File: config.mk
export PLATFORM = sky130hd
export DESIGN_NAME = asc_seq_ctrl
export DESIGN_NICKNAME = d
export VERILOG_FILES = /design/src/asc_pkg.sv /design/src/asc_seq_ctrl.sv /design/src/asc_result_buf.sv
export VERILOG_INCLUDE_DIRS = /design/src
export SDC_FILE = /design/constraint.sdc
export NUM_CORES = 1
export LEC_CHECK = 0
export BUFFER_PORTS_ARGS = -buffer_cell sky130_fd_sc_hd__buf_2
export CELL_PAD_IN_SITES_DETAIL_PLACEMENT = 2
export CELL_PAD_IN_SITES_GLOBAL_PLACEMENT = 2
export CORE_MARGIN = 3
export CORE_UTILIZATION = 41
export DETAILED_ROUTE_END_ITERATION = 8
export PLACE_DENSITY_LB_ADDON = 0.15
export REMOVE_ABC_BUFFERS = 1
export SKIP_LAST_GASP = 1
export SLEW_MARGIN = 5
export SYNTH_ARGS = -nofsm -noshare
export SYNTH_HDL_FRONTEND = slang
export SYNTH_SLANG_ARGS = --single-unit
export TNS_END_PERCENT = 20
File: constraint.sdc
create_clock -name mclk -period 5.7 [get_ports mclk]
set_clock_uncertainty 0.15 [all_clocks]
set_input_delay 0.855 -clock mclk [delete_from_list [all_inputs] [get_ports mclk]]
set_output_delay 0.855 -clock mclk [all_outputs]
set_load 0.05 [all_outputs]
File: src/asc_defines.svh
// register offsets, field positions and reset values of the converter sequence control
`ifndef ASC_DEFINES_SVH
`define ASC_DEFINES_SVH

`define ASC_ADDR_W 8
`define ASC_OFF_CTRL1 8'h00
`define ASC_OFF_CTRL2 8'h04
`define ASC_OFF_ISTAT 8'h08
`define ASC_OFF_IMASK 8'h0C
`define ASC_OFF_CHSEL 8'h10
`define ASC_OFF_SCAN 8'h14
`define ASC_OFF_BUF 8'h40
`define ASC_BUF_SPAN 8'h40
`define ASC_BUF_IDX 5:2

`define ASC_C1_ON 15
`define ASC_C1_TRIG 7:5
`define ASC_C1_AUTO 2
`define ASC_C1_SAMPLE_ACTIVE 1
`define ASC_C1_DONE 0
`define ASC_TRIG_MANUAL 3'h0

`define ASC_C2_REFERENCE_SELECT 15:13
`define ASC_C2_RSVD 12
`define ASC_C2_SCAN 10
`define ASC_C2_FILL_HALF_INDICATOR 7
`define ASC_C2_INTERRUPT_PACING_COUNT 5:2
`define ASC_C2_SPLIT_BUFFER_MODE 1
`define ASC_C2_ALTERNATE_MUX_MODE 0
`define ASC_REFERENCE_SELECT_INT 3'h0
`define ASC_REFERENCE_SELECT_POS 3'h1
`define ASC_REFERENCE_SELECT_NEG 3'h2
`define ASC_REFERENCE_SELECT_BOTH 3'h3

`define ASC_IRQ_PACE 0
`define ASC_IRQ_CONV 1
`define ASC_IRQ_W 2

`define ASC_CH_A 4:0
`define ASC_CH_B 12:8
`define ASC_CH_W 5
`define ASC_SCAN_W 16

`define ASC_RST_REFERENCE_SELECT 3'h0
`define ASC_RST_INTERRUPT_PACING_COUNT 4'h0
`define ASC_RST_CH 5'h00
`define ASC_RST_MASK 16'h0000
`define ASC_RST_IRQ 2'h0

`endif

File: src/asc_pkg.sv
// types shared by the converter sequence control
`default_nettype none
package asc_pkg;

   typedef enum logic [1:0] {
      ASC_IDLE,
      ASC_SAMPLE,
      ASC_CONVERT,
      ASC_REARM
   } asc_state_t;

   typedef struct packed {
      logic sh_track;
      logic conv_start;
      logic ref_pos_ext;
      logic ref_neg_ext;
      logic [4:0] mux_channel;
   } asc_conv_ctrl_t;

endpackage : asc_pkg
`default_nettype wire

File: src/asc_seq_ctrl.sv
// converter sequence control: apb registers, sample/convert sequencing, interrupt
//
// The address map and register access over APB were chosen for this implementation.
`timescale 1ns/1ps
`default_nettype none
`include "asc_defines.svh"

module asc_seq_ctrl #(
   parameter int RES_W = 10,
   parameter int DEPTH = 16
) (
   input wire logic mclk,
   input wire logic rst_b,
   input wire logic psel,
   input wire logic penable,
   input wire logic pwrite,
   input wire logic [`ASC_ADDR_W-1:0] paddr,
   input wire logic [31:0] pwdata,
   output logic [31:0] prdata,
   output logic pready,
   output logic pslverr,
   input wire logic conv_done,
   input wire logic [RES_W-1:0] conv_result,
   input wire logic ext_trigger_pin,
   output asc_pkg::asc_conv_ctrl_t conv_ctrl,
   output logic irq
);
   asc_pkg::asc_state_t state_q;
   logic converter_on_q;
   logic [2:0] trig_src_q;
   logic auto_sample_q;
   logic sample_active_q;
   logic done_q;
   logic conv_start_q;
   logic [2:0] reference_select_q;
   logic rsvd_q;
   logic scan_inputs_enable_q;
   logic [3:0] interrupt_pacing_count_q;
   logic split_buffer_mode_q;
   logic alternate_mux_mode_q;
   logic [`ASC_IRQ_W-1:0] ist_q;
   logic [`ASC_IRQ_W-1:0] imask_q;
   logic [`ASC_CH_W-1:0] mux_a_q;
   logic [`ASC_CH_W-1:0] mux_b_q;
   logic [`ASC_SCAN_W-1:0] scan_mask_q;
   logic [3:0] scan_pos_q;
   logic use_b_q;
   logic [`ASC_CH_W-1:0] mux_channel_q;
   logic ref_pos_q;
   logic ref_neg_q;
   logic [3:0] pace_cnt_q;
   logic irq_q;
   logic [31:0] prdata_q;
   logic pready_q;
   logic pslverr_q;
   logic trig_s1_q;
   logic trig_s2_q;
   logic trig_s3_q;

   logic acc, wr, rd, mapped, in_buf;
   logic wr_c1, wr_c2, sample_active_set, sample_active_clr;
   logic trig_edge, end_sample, conv_evt, seq_end, sample_active_start, clr_seq;
   logic [RES_W-1:0] buf_rd_data;
   logic fill_half;
   logic [3:0] scan_pick;
   logic [`ASC_IRQ_W-1:0] irq_evt;

   // first set bit of the scan mask at or after the given position, wrapping
   function automatic logic [3:0] next_scan(input logic [`ASC_SCAN_W-1:0] mask,
                                            input logic [3:0] from);
      logic [3:0] idx;
      logic [3:0] res;
      logic found;
      res = 4'h0;
      found = 1'b0;
      for (int i = 0; i < `ASC_SCAN_W; i++)
      begin
         idx = from + 4'(i);
         if (!found && mask[idx])
         begin
            res = idx;
            found = 1'b1;
         end
      end
      return res;
   endfunction : next_scan

   // apb: one wait cycle, answer registered
   assign acc = psel && penable && !pready_q;
   assign wr = acc && pwrite;
   assign rd = acc && !pwrite;
   assign in_buf = (paddr >= `ASC_OFF_BUF) && (paddr < (`ASC_OFF_BUF + `ASC_BUF_SPAN));
   assign mapped = (paddr[1:0] == 2'h0) &&
                   (in_buf || paddr == `ASC_OFF_CTRL1 || paddr == `ASC_OFF_CTRL2 ||
                    paddr == `ASC_OFF_ISTAT || paddr == `ASC_OFF_IMASK ||
                    paddr == `ASC_OFF_CHSEL || paddr == `ASC_OFF_SCAN);
   assign wr_c1 = wr && paddr == `ASC_OFF_CTRL1;
   assign wr_c2 = wr && paddr == `ASC_OFF_CTRL2;
   assign sample_active_set = wr_c1 && pwdata[`ASC_C1_SAMPLE_ACTIVE];
   assign sample_active_clr = wr_c1 && !pwdata[`ASC_C1_SAMPLE_ACTIVE];

   // the trigger pin comes from outside; the edge detector compares stages two and three
   assign trig_edge = trig_s2_q && !trig_s3_q;
   assign end_sample = (trig_src_q == `ASC_TRIG_MANUAL) ? sample_active_clr : trig_edge;
   assign conv_evt = converter_on_q && state_q == asc_pkg::ASC_CONVERT && conv_done;
   assign seq_end = conv_evt && pace_cnt_q == interrupt_pacing_count_q;
   assign sample_active_start = converter_on_q &&
                       ((state_q == asc_pkg::ASC_IDLE && sample_active_set) ||
                        state_q == asc_pkg::ASC_REARM);
   assign clr_seq = !converter_on_q ||
                    (wr_c2 && (pwdata[`ASC_C2_INTERRUPT_PACING_COUNT] != interrupt_pacing_count_q ||
                               pwdata[`ASC_C2_SPLIT_BUFFER_MODE] != split_buffer_mode_q));
   assign irq_evt = {conv_evt, seq_end};
   assign scan_pick = next_scan(scan_mask_q, scan_pos_q);

   always_ff @(posedge mclk)
   begin
      if (!rst_b)
      begin
         trig_s1_q <= 1'b0;
         trig_s2_q <= 1'b0;
         trig_s3_q <= 1'b0;
      end
      else
      begin
         trig_s1_q <= ext_trigger_pin;
         trig_s2_q <= trig_s1_q;
         trig_s3_q <= trig_s2_q;
      end
   end

   // software-owned control fields
   always_ff @(posedge mclk)
   begin
      if (!rst_b)
      begin
         converter_on_q <= 1'b0;
         trig_src_q <= `ASC_TRIG_MANUAL;
         auto_sample_q <= 1'b0;
         reference_select_q <= `ASC_RST_REFERENCE_SELECT;
         rsvd_q <= 1'b0;
         scan_inputs_enable_q <= 1'b0;
         interrupt_pacing_count_q <= `ASC_RST_INTERRUPT_PACING_COUNT;
         split_buffer_mode_q <= 1'b0;
         alternate_mux_mode_q <= 1'b0;
         imask_q <= `ASC_RST_IRQ;
         mux_a_q <= `ASC_RST_CH;
         mux_b_q <= `ASC_RST_CH;
         scan_mask_q <= `ASC_RST_MASK;
      end
      else
      begin
         if (wr_c1)
         begin
            converter_on_q <= pwdata[`ASC_C1_ON];
            trig_src_q <= pwdata[`ASC_C1_TRIG];
            auto_sample_q <= pwdata[`ASC_C1_AUTO];
         end
         if (wr_c2)
         begin
            reference_select_q <= pwdata[`ASC_C2_REFERENCE_SELECT];
            rsvd_q <= pwdata[`ASC_C2_RSVD];
            scan_inputs_enable_q <= pwdata[`ASC_C2_SCAN];
            interrupt_pacing_count_q <= pwdata[`ASC_C2_INTERRUPT_PACING_COUNT];
            split_buffer_mode_q <= pwdata[`ASC_C2_SPLIT_BUFFER_MODE];
            alternate_mux_mode_q <= pwdata[`ASC_C2_ALTERNATE_MUX_MODE];
         end
         if (wr && paddr == `ASC_OFF_IMASK)
            imask_q <= pwdata[`ASC_IRQ_W-1:0];
         if (wr && paddr == `ASC_OFF_CHSEL)
         begin
            mux_a_q <= pwdata[`ASC_CH_A];
            mux_b_q <= pwdata[`ASC_CH_B];
         end
         if (wr && paddr == `ASC_OFF_SCAN)
            scan_mask_q <= pwdata[`ASC_SCAN_W-1:0];
      end
   end

   // sample/convert sequencer; sample flag is software-writable only outside conversion
   always_ff @(posedge mclk)
   begin
      if (!rst_b)
      begin
         state_q <= asc_pkg::ASC_IDLE;
         sample_active_q <= 1'b0;
         done_q <= 1'b0;
         conv_start_q <= 1'b0;
      end
      else
      begin
         conv_start_q <= 1'b0;
         if (!converter_on_q)
         begin
            state_q <= asc_pkg::ASC_IDLE;
            sample_active_q <= 1'b0;
         end
         else
         begin
            unique case (state_q)
               asc_pkg::ASC_IDLE:
                  if (sample_active_set)
                  begin
                     state_q <= asc_pkg::ASC_SAMPLE;
                     sample_active_q <= 1'b1;
                     done_q <= 1'b0;
                  end
               asc_pkg::ASC_SAMPLE:
                  if (end_sample)
                  begin
                     state_q <= asc_pkg::ASC_CONVERT;
                     sample_active_q <= 1'b0;
                     conv_start_q <= 1'b1;
                  end
               asc_pkg::ASC_CONVERT:
                  if (conv_done)
                  begin
                     done_q <= 1'b1;
                     state_q <= auto_sample_q ? asc_pkg::ASC_REARM : asc_pkg::ASC_IDLE;
                  end
               asc_pkg::ASC_REARM:
               begin
                  state_q <= asc_pkg::ASC_SAMPLE;
                  sample_active_q <= 1'b1;
                  done_q <= 1'b0;
               end
            endcase
         end
      end
   end

   // channel chosen at each sample start; scan and alternation restart per interrupt
   always_ff @(posedge mclk)
   begin
      if (!rst_b)
      begin
         mux_channel_q <= `ASC_RST_CH;
         scan_pos_q <= 4'h0;
         use_b_q <= 1'b0;
      end
      else if (clr_seq || seq_end)
      begin
         scan_pos_q <= 4'h0;
         use_b_q <= 1'b0;
      end
      else if (sample_active_start)
      begin
         if (alternate_mux_mode_q && use_b_q)
            mux_channel_q <= mux_b_q;
         else if (scan_inputs_enable_q)
         begin
            mux_channel_q <= `ASC_CH_W'(scan_pick);
            scan_pos_q <= scan_pick + 4'h1;
         end
         else
            mux_channel_q <= mux_a_q;
         use_b_q <= alternate_mux_mode_q && !use_b_q;
      end
   end

   always_ff @(posedge mclk)
   begin
      if (!rst_b)
      begin
         ref_pos_q <= 1'b0;
         ref_neg_q <= 1'b0;
      end
      else
      begin
         ref_pos_q <= reference_select_q == `ASC_REFERENCE_SELECT_POS ||
                      reference_select_q == `ASC_REFERENCE_SELECT_BOTH;
         ref_neg_q <= reference_select_q == `ASC_REFERENCE_SELECT_NEG ||
                      reference_select_q == `ASC_REFERENCE_SELECT_BOTH;
      end
   end

   always_ff @(posedge mclk)
   begin
      if (!rst_b || clr_seq)
         pace_cnt_q <= 4'h0;
      else if (seq_end)
         pace_cnt_q <= 4'h0;
      else if (conv_evt)
         pace_cnt_q <= pace_cnt_q + 4'h1;
   end

   // sticky status, write one to clear; a same-cycle event wins
   always_ff @(posedge mclk)
   begin
      if (!rst_b)
      begin
         ist_q <= `ASC_RST_IRQ;
         irq_q <= 1'b0;
      end
      else
      begin
         if (wr && paddr == `ASC_OFF_ISTAT)
            ist_q <= (ist_q & ~pwdata[`ASC_IRQ_W-1:0]) | irq_evt;
         else
            ist_q <= ist_q | irq_evt;
         irq_q <= |(ist_q & imask_q);
      end
   end

   asc_result_buf #(
      .RES_W(RES_W),
      .DEPTH(DEPTH)
   ) u_buf (
      .mclk(mclk),
      .rst_b(rst_b),
      .clear(clr_seq),
      .split(split_buffer_mode_q),
      .wr_en(conv_evt),
      .wr_data(conv_result),
      .seq_end(seq_end),
      .rd_idx(paddr[`ASC_BUF_IDX]),
      .rd_data(buf_rd_data),
      .fill_half(fill_half)
   );

   always_ff @(posedge mclk)
   begin
      if (!rst_b)
      begin
         prdata_q <= 32'h0000_0000;
         pready_q <= 1'b0;
         pslverr_q <= 1'b0;
      end
      else
      begin
         pready_q <= acc;
         pslverr_q <= acc && !mapped;
         if (rd)
         begin
            prdata_q <= 32'h0000_0000;
            if (in_buf && mapped)
               prdata_q[RES_W-1:0] <= buf_rd_data;
            else if (paddr == `ASC_OFF_CTRL1)
            begin
               prdata_q[`ASC_C1_ON] <= converter_on_q;
               prdata_q[`ASC_C1_TRIG] <= trig_src_q;
               prdata_q[`ASC_C1_AUTO] <= auto_sample_q;
               prdata_q[`ASC_C1_SAMPLE_ACTIVE] <= sample_active_q;
               prdata_q[`ASC_C1_DONE] <= done_q;
            end
            else if (paddr == `ASC_OFF_CTRL2)
            begin
               prdata_q[`ASC_C2_REFERENCE_SELECT] <= reference_select_q;
               prdata_q[`ASC_C2_RSVD] <= rsvd_q;
               prdata_q[`ASC_C2_SCAN] <= scan_inputs_enable_q;
               prdata_q[`ASC_C2_FILL_HALF_INDICATOR] <= fill_half;
               prdata_q[`ASC_C2_INTERRUPT_PACING_COUNT] <= interrupt_pacing_count_q;
               prdata_q[`ASC_C2_SPLIT_BUFFER_MODE] <= split_buffer_mode_q;
               prdata_q[`ASC_C2_ALTERNATE_MUX_MODE] <= alternate_mux_mode_q;
            end
            else if (paddr == `ASC_OFF_ISTAT)
               prdata_q[`ASC_IRQ_W-1:0] <= ist_q;
            else if (paddr == `ASC_OFF_IMASK)
               prdata_q[`ASC_IRQ_W-1:0] <= imask_q;
            else if (paddr == `ASC_OFF_CHSEL)
            begin
               prdata_q[`ASC_CH_A] <= mux_a_q;
               prdata_q[`ASC_CH_B] <= mux_b_q;
            end
            else if (paddr == `ASC_OFF_SCAN)
               prdata_q[`ASC_SCAN_W-1:0] <= scan_mask_q;
         end
      end
   end

   assign prdata = prdata_q;
   assign pready = pready_q;
   assign pslverr = pslverr_q;
   assign irq = irq_q;
   assign conv_ctrl = '{sh_track: sample_active_q, conv_start: conv_start_q,
                        ref_pos_ext: ref_pos_q, ref_neg_ext: ref_neg_q,
                        mux_channel: mux_channel_q};
endmodule : asc_seq_ctrl
`default_nettype wire

File: src/asc_result_buf.sv
// result buffer with single or split-half fill and write pointer
`timescale 1ns/1ps
`default_nettype none
`include "asc_defines.svh"

module asc_result_buf #(
   parameter int RES_W = 10,
   parameter int DEPTH = 16
) (
   input wire logic mclk,
   input wire logic rst_b,
   input wire logic clear,
   input wire logic split,
   input wire logic wr_en,
   input wire logic [RES_W-1:0] wr_data,
   input wire logic seq_end,
   input wire logic [$clog2(DEPTH)-1:0] rd_idx,
   output logic [RES_W-1:0] rd_data,
   output logic fill_half
);
   localparam int AW = $clog2(DEPTH);

   logic [RES_W-1:0] mem_q [DEPTH];
   logic [AW-1:0] wp_q;
   logic half_q;
   logic [AW-1:0] wr_addr;

   // split mode keeps the top address bit on the half being filled
   assign wr_addr = split ? {half_q, wp_q[AW-2:0]} : wp_q;
   assign rd_data = mem_q[rd_idx];
   assign fill_half = half_q;

   // contents are dropped on clear: results do not survive a disable
   always_ff @(posedge mclk)
   begin
      if (!rst_b || clear)
      begin
         for (int i = 0; i < DEPTH; i++)
            mem_q[i] <= '0;
      end
      else if (wr_en)
         mem_q[wr_addr] <= wr_data;
   end

   always_ff @(posedge mclk)
   begin
      if (!rst_b || clear)
      begin
         wp_q <= '0;
         half_q <= 1'b0;
      end
      else if (wr_en && seq_end)
      begin
         wp_q <= '0;
         if (split)
            half_q <= ~half_q;
      end
      else if (wr_en)
         wp_q <= wp_q + AW'(1);
   end

endmodule : asc_result_buf
`default_nettype wire

==> key figures, run 1 <==
Routing
  • DRT Pass-1 Iters: 7
  • Post-route ant nets: 0
  • Routed WL per cell: approximately 27 µm
  • DR iter-0 viols: approximately 630
  • Final wirelength: ~48000 µm
  • Via density: a little under 6
  • Routed vias: ~11000
  • DRC: 0

Yosys
  • Yosys warnings: 0
  • Ys async rst share: 0%
  • Avg Synthesized Cell Area: approximately 11 µm²
  • Mapped Area: between 10000 and 15000 µm²
  • Synth Flop Type: edfxtp_1
  • Seq/Total Area, Yosys: a little under half
  • Netlist cell types: 88
  • Number of enable flip-flop cells after synthesis: 160
  • Synth Instances: 1273
  • #FFs+latches synth: between 200 and 300

Run status
  • Status: completed

Critical path
  • Worst reg2reg path depth: 14
  • Max stage delay on crit path: between 800 and 900 ps
  • Critical Path RT: around 6000 ps
  • Setup crit end: scan_pos_q[2]
  • Critical path fanouts, max: 13
  • CP Launch Type: flop
  • Worst path slowest cell: mux4_1
  • RR Startpoint: scan_pos_q[0]
  • Worst-path cell chain: inv_1, ha_1, mux4_1, mux2i_2, mux2_4, nand2b_4, nor3_4, nand2_1, a2bb2oi_1, a211oi_2, inv_1, ha_1, xnor2_1, a211oi_2
  • Crit path arrival time: approximately 5200 ps
  • Crit Reg-Reg Endpoint: scan_pos_q[2]
  • R2r setup slk: ~830 ps
  • Worst setup path startpoint: scan_pos_q[0]
  • Crit path kind: flop to flop
  • Crit path capture type: flop

STA
  • Highest Clock Rate: slightly above 200 MHz
  • Fin. max-slew vios: 0
  • Period utilisation layout: a little under nine tenths
  • Slew HR: about a fifth
  • Unrepaired setup endpoints after global routing: no
  • Actual slew at the worst max-slew pin: about 1200 ps
  • Fin crit period: around 5000 ps
  • Hold WS: roughly 300 ps
  • # setup viols final: 0
  • Fin. Hold Viols: 0
  • Fin Setup TNS: 0 ps
  • Setup ws final: 828 ps

Global route
  • Remaining Overflow, GRT: 0
  • Number of global-route vias before repair: between 10000 and 15000
  • Largest net degree at the start of global routing: 63
  • Total track usage: 26.4%
  • First-pass GRT wire length: roughly 74000 µm
  • Initial antenna violation count: 0

Power
  • VDD IR max: ~220 µV
  • Total power: just over 4 mW
  • Leak: 6.01 nW
  • Pwr Density: approximately 260 nW/µm²

CTS
  • Setup Buffers After CTS: 0
  • Clock slew at reported path FFs: 60 ps
  • Cts hold-fix bufs: 0
  • CTS H-Tree Depth: 1
  • Clock Tree Buf Depth: 3
  • Post-CTS Resized: 0
  • CTS Buf Count: 30
  • Clock root cell: clkbuf_16
  • Clk_lat worst skew: approximately 570 ps
  • CTS tree: built
  • Sink Count: around 250

Flow run
  • Max cap viols: 0

Floorplanning
  • Die extent in y: 192 µm
  • Initial Utilization: 42.0%
  • Boundary pin count: around 100
  • Core Region: roughly 34000 µm²
  • Die ar.: 36900 µm²
  • # rows: 67
  • Die Wd: slightly below 200 µm

Finish
  • ANT cells: 0
  • Nets@finish: about 1400
  • Fill cell count: 3421
  • Area grow syn2layout: 12.1%
  • Util after Layout: a little under half
  • Share of cells above drive strength 1: 20.0%

Place
  • Pre-CTS WS: around 890 ps
  • Detail Placement HPWL: ~34000 µm
  • # port buffers: 68
  • Placer Congestion: around 0.86

Hold path
  • Worst hold path class: flop to flop
## critical path, delay by kind of cell, from the launching register on
kind                       cells  cell delay [ps]
buffers and inverters          2              240
xor gates and xnor gates       1              140
adders and majority gates      2              960
DFF                            1              320
and+or+nand+nor                3              640
muxes                          3             1500
AOI/OAI and AO/OA              3              830
## registers in the layout, summed over array words and instances (netlist names), 3 cells and up
signal / flops
trig_src_q: 3
mux_a_q: 5
scan_pos_q: 4
mux_channel_q: 5
mux_b_q: 5
reference_select_q: 3
scan_mask_q: 16
interrupt_pacing_count_q: 4
u_buf.mem_q: 160
pace_cnt_q: 4
prdata: 16
u_buf.wp_q: 4
## through the flow
step / std cells / cell area, µm²
detailed placement: 1740 / 14900
global route: 1795 / 15900
finish: 1795 / 15900
CTS: 1795 / 15900
floorplan: 1192 / 13700
global placement: 1740 / 14900
## how the worst min path moves through the flow
stage               cells past startpoint  slack, ps        end      start
floorplan                               1        260  trig_s2_q  trig_s1_q
finish                                  1        300  trig_s2_q  trig_s1_q
global placement                        1        270  trig_s2_q  trig_s1_q
global route                            2        340     rsvd_q     rsvd_q
detailed placement                      1        290  trig_s2_q  trig_s1_q
CTS                                     1        300  trig_s2_q  trig_s1_q
## power breakdown
| group | total, mW | switching, mW | leakage (nW) | internal [mW] |
|---|---|---|---|---|
| combinational | 0.152 | 0.116 | 2.78 | 0.0362 |
| clock | 1.99 | 0.776 | 0.501 | 1.21 |
| sequential | 1.94 | 0.00330 | 2.73 | 1.94 |
| total | 4.08 | 0.895 | 6.01 | 3.18 |
## kinds of logic (layout without fill, tap and decap cells)
family,Yosys count,after routing,synth area share [%]
other,1,16,0.0264
AND/OR/NAND/NOR,491,491,17.9
buffers and inverters,125,184,4.46
multiplexers,124,124,16.4
XOR/XNOR,27,27,2.01
adder cells (fa/ha/maj),17,17,1.50
flip-flops,254,254,47.0
AO/OA/AOI/OAI,234,234,10.7
## metal layers
layer	vias up	part of all wire (%)	global-route usage, %
met5	-	0	0
li1	4755	-	-
met1	5592	42	34.7
met4	0	2.0	5.21
met2	275	52	47.5
met3	56	4.6	2.57
## synth_stat cells (all sizes together), types with 4 or more instances
library cell,number,area share (%)
and2,175,7.7
edfxtp,160,34
nand2,137,3.6
dfxtp,94,13
a21oi,85,3.0
mux4,83,13
nor2,74,2.0
clkbuf,51,1.4
o21ai,50,1.8
buf,45,2.3
nand3,32,1.2
mux2i,29,2.2
inv,28,0.74
ha,17,1.5
nor3,17,0.71
xor2,14,1.0
a211oi,13,0.79
and3,13,0.57
xnor2,13,0.96
mux2,12,1.0
a31oi,11,0.48
a22oi,10,0.53
nand2b,10,0.49
a222oi,9,0.63
o22ai,7,0.35
nand4,6,0.26
nor3b,6,0.32
o211ai,6,0.41
a221oi,5,0.35
nor2b,5,0.24
a2111oi,4,0.25
a21boi,4,0.21
or2,4,0.18
## cells in the final DEF, fill, tap and decap left out, types with 5 or more instances in the layout
master,count
xor2_1,12
a211oi_1,10
buf_4,33
nor3_1,12
nand2_1,136
ha_1,17
nand4_1,6
clkbuf_1,10
dfxtp_1,94
nor2_1,71
nand2b_1,9
a31oi_1,11
a22oi_1,10
mux2_2,10
nand3_1,31
and3_1,13
mux2i_1,27
edfxtp_1,160
o21ai_0,50
and2_1,174
clkbuf_16,32
a21oi_1,85
a222oi_1,9
o22ai_1,6
inv_1,27
nor3b_1,6
buf_2,67
xnor2_1,10
conb_1,16
o211ai_1,5
mux4_2,80
## area by class of cell
class | instances | area [µm²] | share of cell area [%]
clock inverter | 9 | 130 | 0.817
timing repair buffer | 100 | 583 | 3.66
inverter | 29 | 109 | 0.684
multi-input combinational | 909 | 6960 | 43.7
sequential | 254 | 6690 | 42.0
tap | 448 | 561 | 3.52
clock buffer | 46 | 893 | 5.61
(Power assumes the default switching activity.)
==> run 2: changes to the inputs <==
ABC_AREA = 1   (was not set)
CORE_UTILIZATION = 36   (was 41)
CTS_BUF_LIST = sky130_fd_sc_hd__clkbuf_8 sky130_fd_sc_hd__clkbuf_16   (was not set)
SYNTH_HIERARCHICAL = 1   (was not set)
==> key figures, run 2 <==
Critical path
  • Crit Reg-Reg Endpoint: scan_pos_q[2]
  • Critical Path RT: 6030 ps
  • Critical path fanouts, max: 9
  • Worst path top cell family by delay: simple AND/OR/NAND/NOR gates
  • Most used cell along the critical path: inv_1
  • CP bufs+invs: 4
  • RR Startpoint: scan_pos_q[1]
  • Worst-path cell chain: inv_1, ha_1, inv_1, nand3_1, nand3_1, nand2_1, nand4_4, nor2_4, nand4_4, nor2_2, nand4_2, nor2_4, nand2_2, nand2_1, o21a_1, ha_1, inv_1, a21oi_1, o21ai_1, nand2_1, inv_1
  • Levels on crit path: 21
  • Worst setup path startpoint: scan_pos_q[1]
  • Max stage delay on crit path: roughly 660 ps
  • R2r setup slk: approximately 1500 ps
  • Crit path kind: flop to flop
  • CP Launch Type: flop
  • Crit path arrival time: approximately 4500 ps
  • Worst reg2reg path depth: 21
  • Worst path slowest cell: ha_1
  • Setup crit end: scan_pos_q[2]
  • Crit path capture type: flop

Floorplanning
  • Die ar.: 41700 µm²
  • Die extent in y: between 200 and 250 µm
  • Initial Utilization: a little under two fifths
  • # rows: between 70 and 80
  • Die Wd: 204 µm
  • Core Region: approximately 38000 µm²
  • Boundary pin count: 101

Global route
  • Largest net degree at the start of global routing: just over 60
  • Remaining Overflow, GRT: 0
  • Initial antenna violation count: 1
  • Total track usage: between 20% and 30%
  • Number of global-route vias before repair: 13659
  • First-pass GRT wire length: 80600 µm

Finish
  • ANT cells: 0
  • Nets@finish: slightly below 2000
  • Biggest register: u_buf/mem_q
  • Area grow syn2layout: 11.2%
  • Most common cell after layout, fill and taps aside: nand2_1
  • Max reg flops: 160
  • Share of cells above drive strength 1: approximately a tenth
  • Most frequent cells in the layout: nand2_1, inv_1, nand3_1

Yosys
  • Avg Synthesized Cell Area: 7.58 µm²
  • Most numerous cell in the Yosys netlist: nand2_1
  • Netlist cell types: 56
  • Yosys warnings: 6
  • Number of enable flip-flop cells after synthesis: 160
  • Seq/Total Area, Yosys: 47.3%
  • Largest cells by area after synthesis: edfxtp_1, dfxtp_1, nand2_1, nand3_1, inv_1
  • Ys async rst share: 0%
  • Synth Flop Type: edfxtp_1
  • Post-synth top area share: about a third
  • Mapped Area: 14100 µm²
  • Synth Instances: roughly 1900
  • Leading area contributor after synthesis: edfxtp_1
  • #FFs+latches synth: between 200 and 300
  • Post-synth top cells: nand2_1, inv_1, nand3_1

STA
  • Highest Clock Rate: ~240 MHz
  • Fin. max-slew vios: 0
  • Fin. Hold Viols: 0
  • Fin crit period: 4180 ps
  • Period utilisation layout: between 70 and 80%
  • # setup viols final: 0
  • Slew HR: between 10% and 20%
  • Fin Setup TNS: 0 ps
  • Actual slew at the worst max-slew pin: 1190 ps
  • Unrepaired setup endpoints after global routing: no
  • Hold WS: between 200 and 300 ps

CTS
  • Sink Count: about 250
  • Cts hold-fix bufs: 0
  • Clk_lat worst skew: a little under 600 ps
  • Setup Buffers After CTS: 0
  • CTS tree: built
  • Clock Tree Buf Depth: 3
  • CTS Buf Count: 30
  • Clock root cell: clkbuf_16
  • CTS H-Tree Depth: 1
  • Post-CTS Resized: 0
  • Clock slew at reported path FFs: roughly 60 ps

Hold path
  • Worst hold path class: flop to flop
  • Hold Path Origin: trig_s1_q

Routing
  • Final wirelength: between 50000 and 60000 µm
  • Routed vias: ~13000
  • DR iter-0 viols: about 800
  • Via density: about 5.2
  • DRC: 0
  • DRT Pass-1 Iters: 5
  • Post-route ant nets: 0
  • Routed WL per cell: 21.5 µm

Place
  • Detail Placement HPWL: approximately 37000 µm
  • # port buffers: slightly below 70
  • Placer Congestion: about 0.83

Flow run
  • Max cap viols: 0

Run status
  • Status: completed

Power
  • Pwr Density: between 200 and 300 nW/µm²
  • VDD IR max: between 200 and 250 µV
  • Leak: 6.99 nW
## run 2: per-layer routing
metal,track usage (%),share of wire (%),vias up
met5,0,0,-
met4,5.70,2.0,0
met3,2.93,3.9,72
met2,44.2,49,206
met1,33.0,45,6407
li1,-,-,5990
## run 2: cell type report
type,count,area [µm²]
flip-flops and latches,254,6690
fillers,4465,22500
inverters,269,1010
multi-input cells,1249,5870
repair buffers,91,513
clock buffers,39,875
well taps,511,639
clock inverters,17,121
## run 2: cell families (layout without fill, tap and decap cells)
kind of cell    after synthesis  in the layout  synth area share, %
flops                       254            254                 47.3
buf+inv                     376            416                 11.6
other cells                   1             16               0.0265
simple gates               1021           1021                 31.1
compound gates              180            180                 7.15
xor+xnor                     15             15                 1.30
fa+ha+maj                    17             17                 1.51
## run 2: where the power goes
| group | total, mW | internal [mW] | leakage, nW | switching (mW) |
|---|---|---|---|---|
| clock | 1.92 | 1.12 | 0.536 | 0.800 |
| sequential | 1.94 | 1.93 | 2.73 | 0.00164 |
| combinational | 0.231 | 0.0461 | 3.72 | 0.185 |
## run 2: how the worst min path moves through the flow
stage                      to  slack (ps)  cells past startpoint
finish              trig_s2_q         280                      2
global route        trig_s3_q         310                      2
CTS                 trig_s2_q         280                      2
detailed placement  trig_s2_q         260                      2
global placement    trig_s2_q         250                      2
floorplan           trig_s2_q         240                      2
## run 2: worst min-delay path: cells and delay by family (launching register included)
kind / cells / cell delay (ps)
buffers and inverters: 1 / 40
and+or+nand+nor: 1 / 50
DFF: 1 / 310
## run 2: through the flow
stage	power (mW)	setup slack, ps	instance area, µm²	cells	utilization (%)
floorplan	2.09	1670	13600	1772	-
global placement	2.20	1050	14700	2374	38.5
detailed placement	2.20	980	14700	2374	38.5
CTS	4.12	1480	15700	2430	41.1
global route	4.22	1190	15700	2430	41.1
finish	4.08	1520	15700	2430	41.1
==> run 3: changes to the inputs <==
clock period = 4.04 ns   (was 5.7 ns; I/O delays follow)
==> key figures, run 3 (synthesis results as in run 2) <==
Finish
  • Most common cell after layout, fill and taps aside: nand2_1
  • Share of cells above drive strength 1: 12.9%
  • Fill cell count: roughly 4400
  • Area grow syn2layout: 13.7%
  • Max reg flops: between 150 and 200
  • Util after Layout: between 40% and 50%
  • Biggest register: u_buf/mem_q
  • Most frequent cells in the layout: nand2_1, inv_1, nand3_1
  • Final instance area: approximately 16000 µm²
  • Nets@finish: ~2000
  • ANT cells: 0

Routing
  • Routed WL per cell: 21.3 µm
  • DR iter-0 viols: 622
  • DRT Pass-1 Iters: 5
  • Final wirelength: ~53000 µm
  • Post-route ant nets: 0
  • Routed vias: roughly 13000
  • Via density: ~5.2
  • DRC: 0

Critical path
  • Levels on crit path: 26
  • Worst path slowest cell: dfxtp_1
  • Crit path arrival time: between 4000 and 5000 ps
  • Worst path top cell family by delay: simple AND/OR/NAND/NOR gates
  • Crit path kind: flop to flop
  • Critical path fanouts, max: 7
  • Crit path capture type: flop
  • Most used cell along the critical path: nand2_1
  • Critical Path RT: about 4400 ps
  • CP Launch Type: flop
  • Worst reg2reg path depth: 26
  • Max stage delay on crit path: between 300 and 400 ps
  • CP bufs+invs: 5

Global route
  • Total track usage: 25.2%
  • Remaining Overflow, GRT: 0
  • Initial antenna violation count: 1
  • Gr busiest metal: met2
  • Largest net degree at the start of global routing: between 60 and 70
  • Grt met2 use: around 45%
  • Met3 Resource Use GR: under 10%
  • First-pass GRT wire length: slightly above 80000 µm
  • Number of global-route vias before repair: between 10000 and 15000
  • Met1 usage: 32.7%

STA
  • Slew HR: between 40% and 50%
  • # setup viols final: 0
  • Setup ws final: about 290 ps
  • Fin. max-slew vios: 0
  • Highest Clock Rate: between 200 and 300 MHz
  • Unrepaired setup endpoints after global routing: yes
  • Period utilisation layout: 92.9%
  • Fin crit period: 3750 ps
  • Hold WS: 86.7 ps
  • Fin. Hold Viols: 0
  • Actual slew at the worst max-slew pin: 881 ps

Place
  • Pre-CTS WS: 32.1 ps
  • DP Area: about 15000 µm²
  • Detail Placement HPWL: ~38000 µm
  • # port buffers: 68
  • Placer Congestion: roughly 0.85

Floorplanning
  • Die Wd: between 200 and 250 µm
  • Boundary pin count: slightly above 100
  • Core Region: roughly 38000 µm²
  • Die extent in y: slightly above 200 µm
  • Initial Utilization: a little under two fifths
  • # rows: 71
  • Die ar.: 41700 µm²

CTS
  • Cts hold-fix bufs: 0
  • Clock root cell: clkbuf_16
  • Sink Count: between 200 and 300
  • Clk_lat worst skew: roughly 570 ps
  • CTS H-Tree Depth: 1
  • CTS Buf Count: 29
  • CTS tree: built
  • Clock slew at reported path FFs: roughly 70 ps
  • Clock Tree Buf Depth: 3

Power
  • Total power: a little under 6 mW
  • Pwr Density: about 360 nW/µm²
  • Leak: between 7 and 8 nW
  • VDD IR max: approximately 340 µV

Flow run
  • Max cap viols: 0

Run status
  • Status: completed

Hold path
  • Worst hold path class: input port to flop
  • Min-Delay Path Depth: 3
-- run 3: cell types whose count changed in the layout (fill, tap and decap cells not counted), moves of 2 or more --
| cell | delta |
|---|---|
| buf_4 | +40 |
| inv_1 | -8 |
| bufinv_16 | +3 |
| clkbuf_8 | -3 |
| clkinv_1 | +3 |
| clkinv_2 | +3 |
| dfxtp_1 | -2 |
| dfxtp_2 | +2 |
| inv_6 | +2 |
-- run 3: layout make-up --
type | count | area [µm²] | area share, %
clock buffer | 35 | 808 | 5.03
tap | 511 | 639 | 3.98
multi-input combinational | 1249 | 5890 | 36.7
timing repair buffer | 132 | 833 | 5.19
inverter | 269 | 1010 | 6.32
clock inverter | 18 | 189 | 1.18
sequential | 254 | 6690 | 41.6
-- run 3: path summary, 6_finish.rpt --
check	startpoint	end	slack (ps)
setup reg to reg	scan_pos_q[0]	scan_pos_q[2]	290
hold / removal	ext_trigger_pin	trig_s1_q	90
hold reg to reg	trig_s1_q	trig_s2_q	270
setup / recovery	scan_pos_q[0]	scan_pos_q[2]	290
-- run 3: timing repair --
item | in CTS | in global routing
gates cloned | 0 | 0
buffers inserted | 0 | 4
resized for setup | 1 | 7
pin swaps | 0 | 2
endpoints found under the setup margin | 2 | 5
-- run 3: report_power, final --
part | internal [mW] | switching (mW) | leakage (nW)
combinational | 0.0704 | 0.261 | 3.93
clock | 1.67 | 1.12 | 0.512
sequential | 2.73 | 0.00215 | 2.73
total | 4.46 | 1.38 | 7.17
-- run 3: per-stage QoR --
stage,TNS (ps),cells
3_5_place_dp,0,2411
4_1_cts,0,2464
5_1_grt,-26.5,2468
6_report,0,2468
3_3_place_gp,0,2411
2_1_floorplan,0,1772
-- run 3: routing by layer --
metal	share of wire [%]	up-vias
met5	0.025	-
met4	2.5	2
met3	3.9	91
met2	49	240
met1	44	6490
li1	-	6071
-- run 3: worst register-to-register path: cells and delay by family (launching register included) --
family	cells	cell delay [ps]
buffers and inverters	5	460
AO/OA/AOI/OAI	3	430
adder cells (fa/ha/maj)	2	400
AND/OR/NAND/NOR	16	1860
flip-flops	1	330
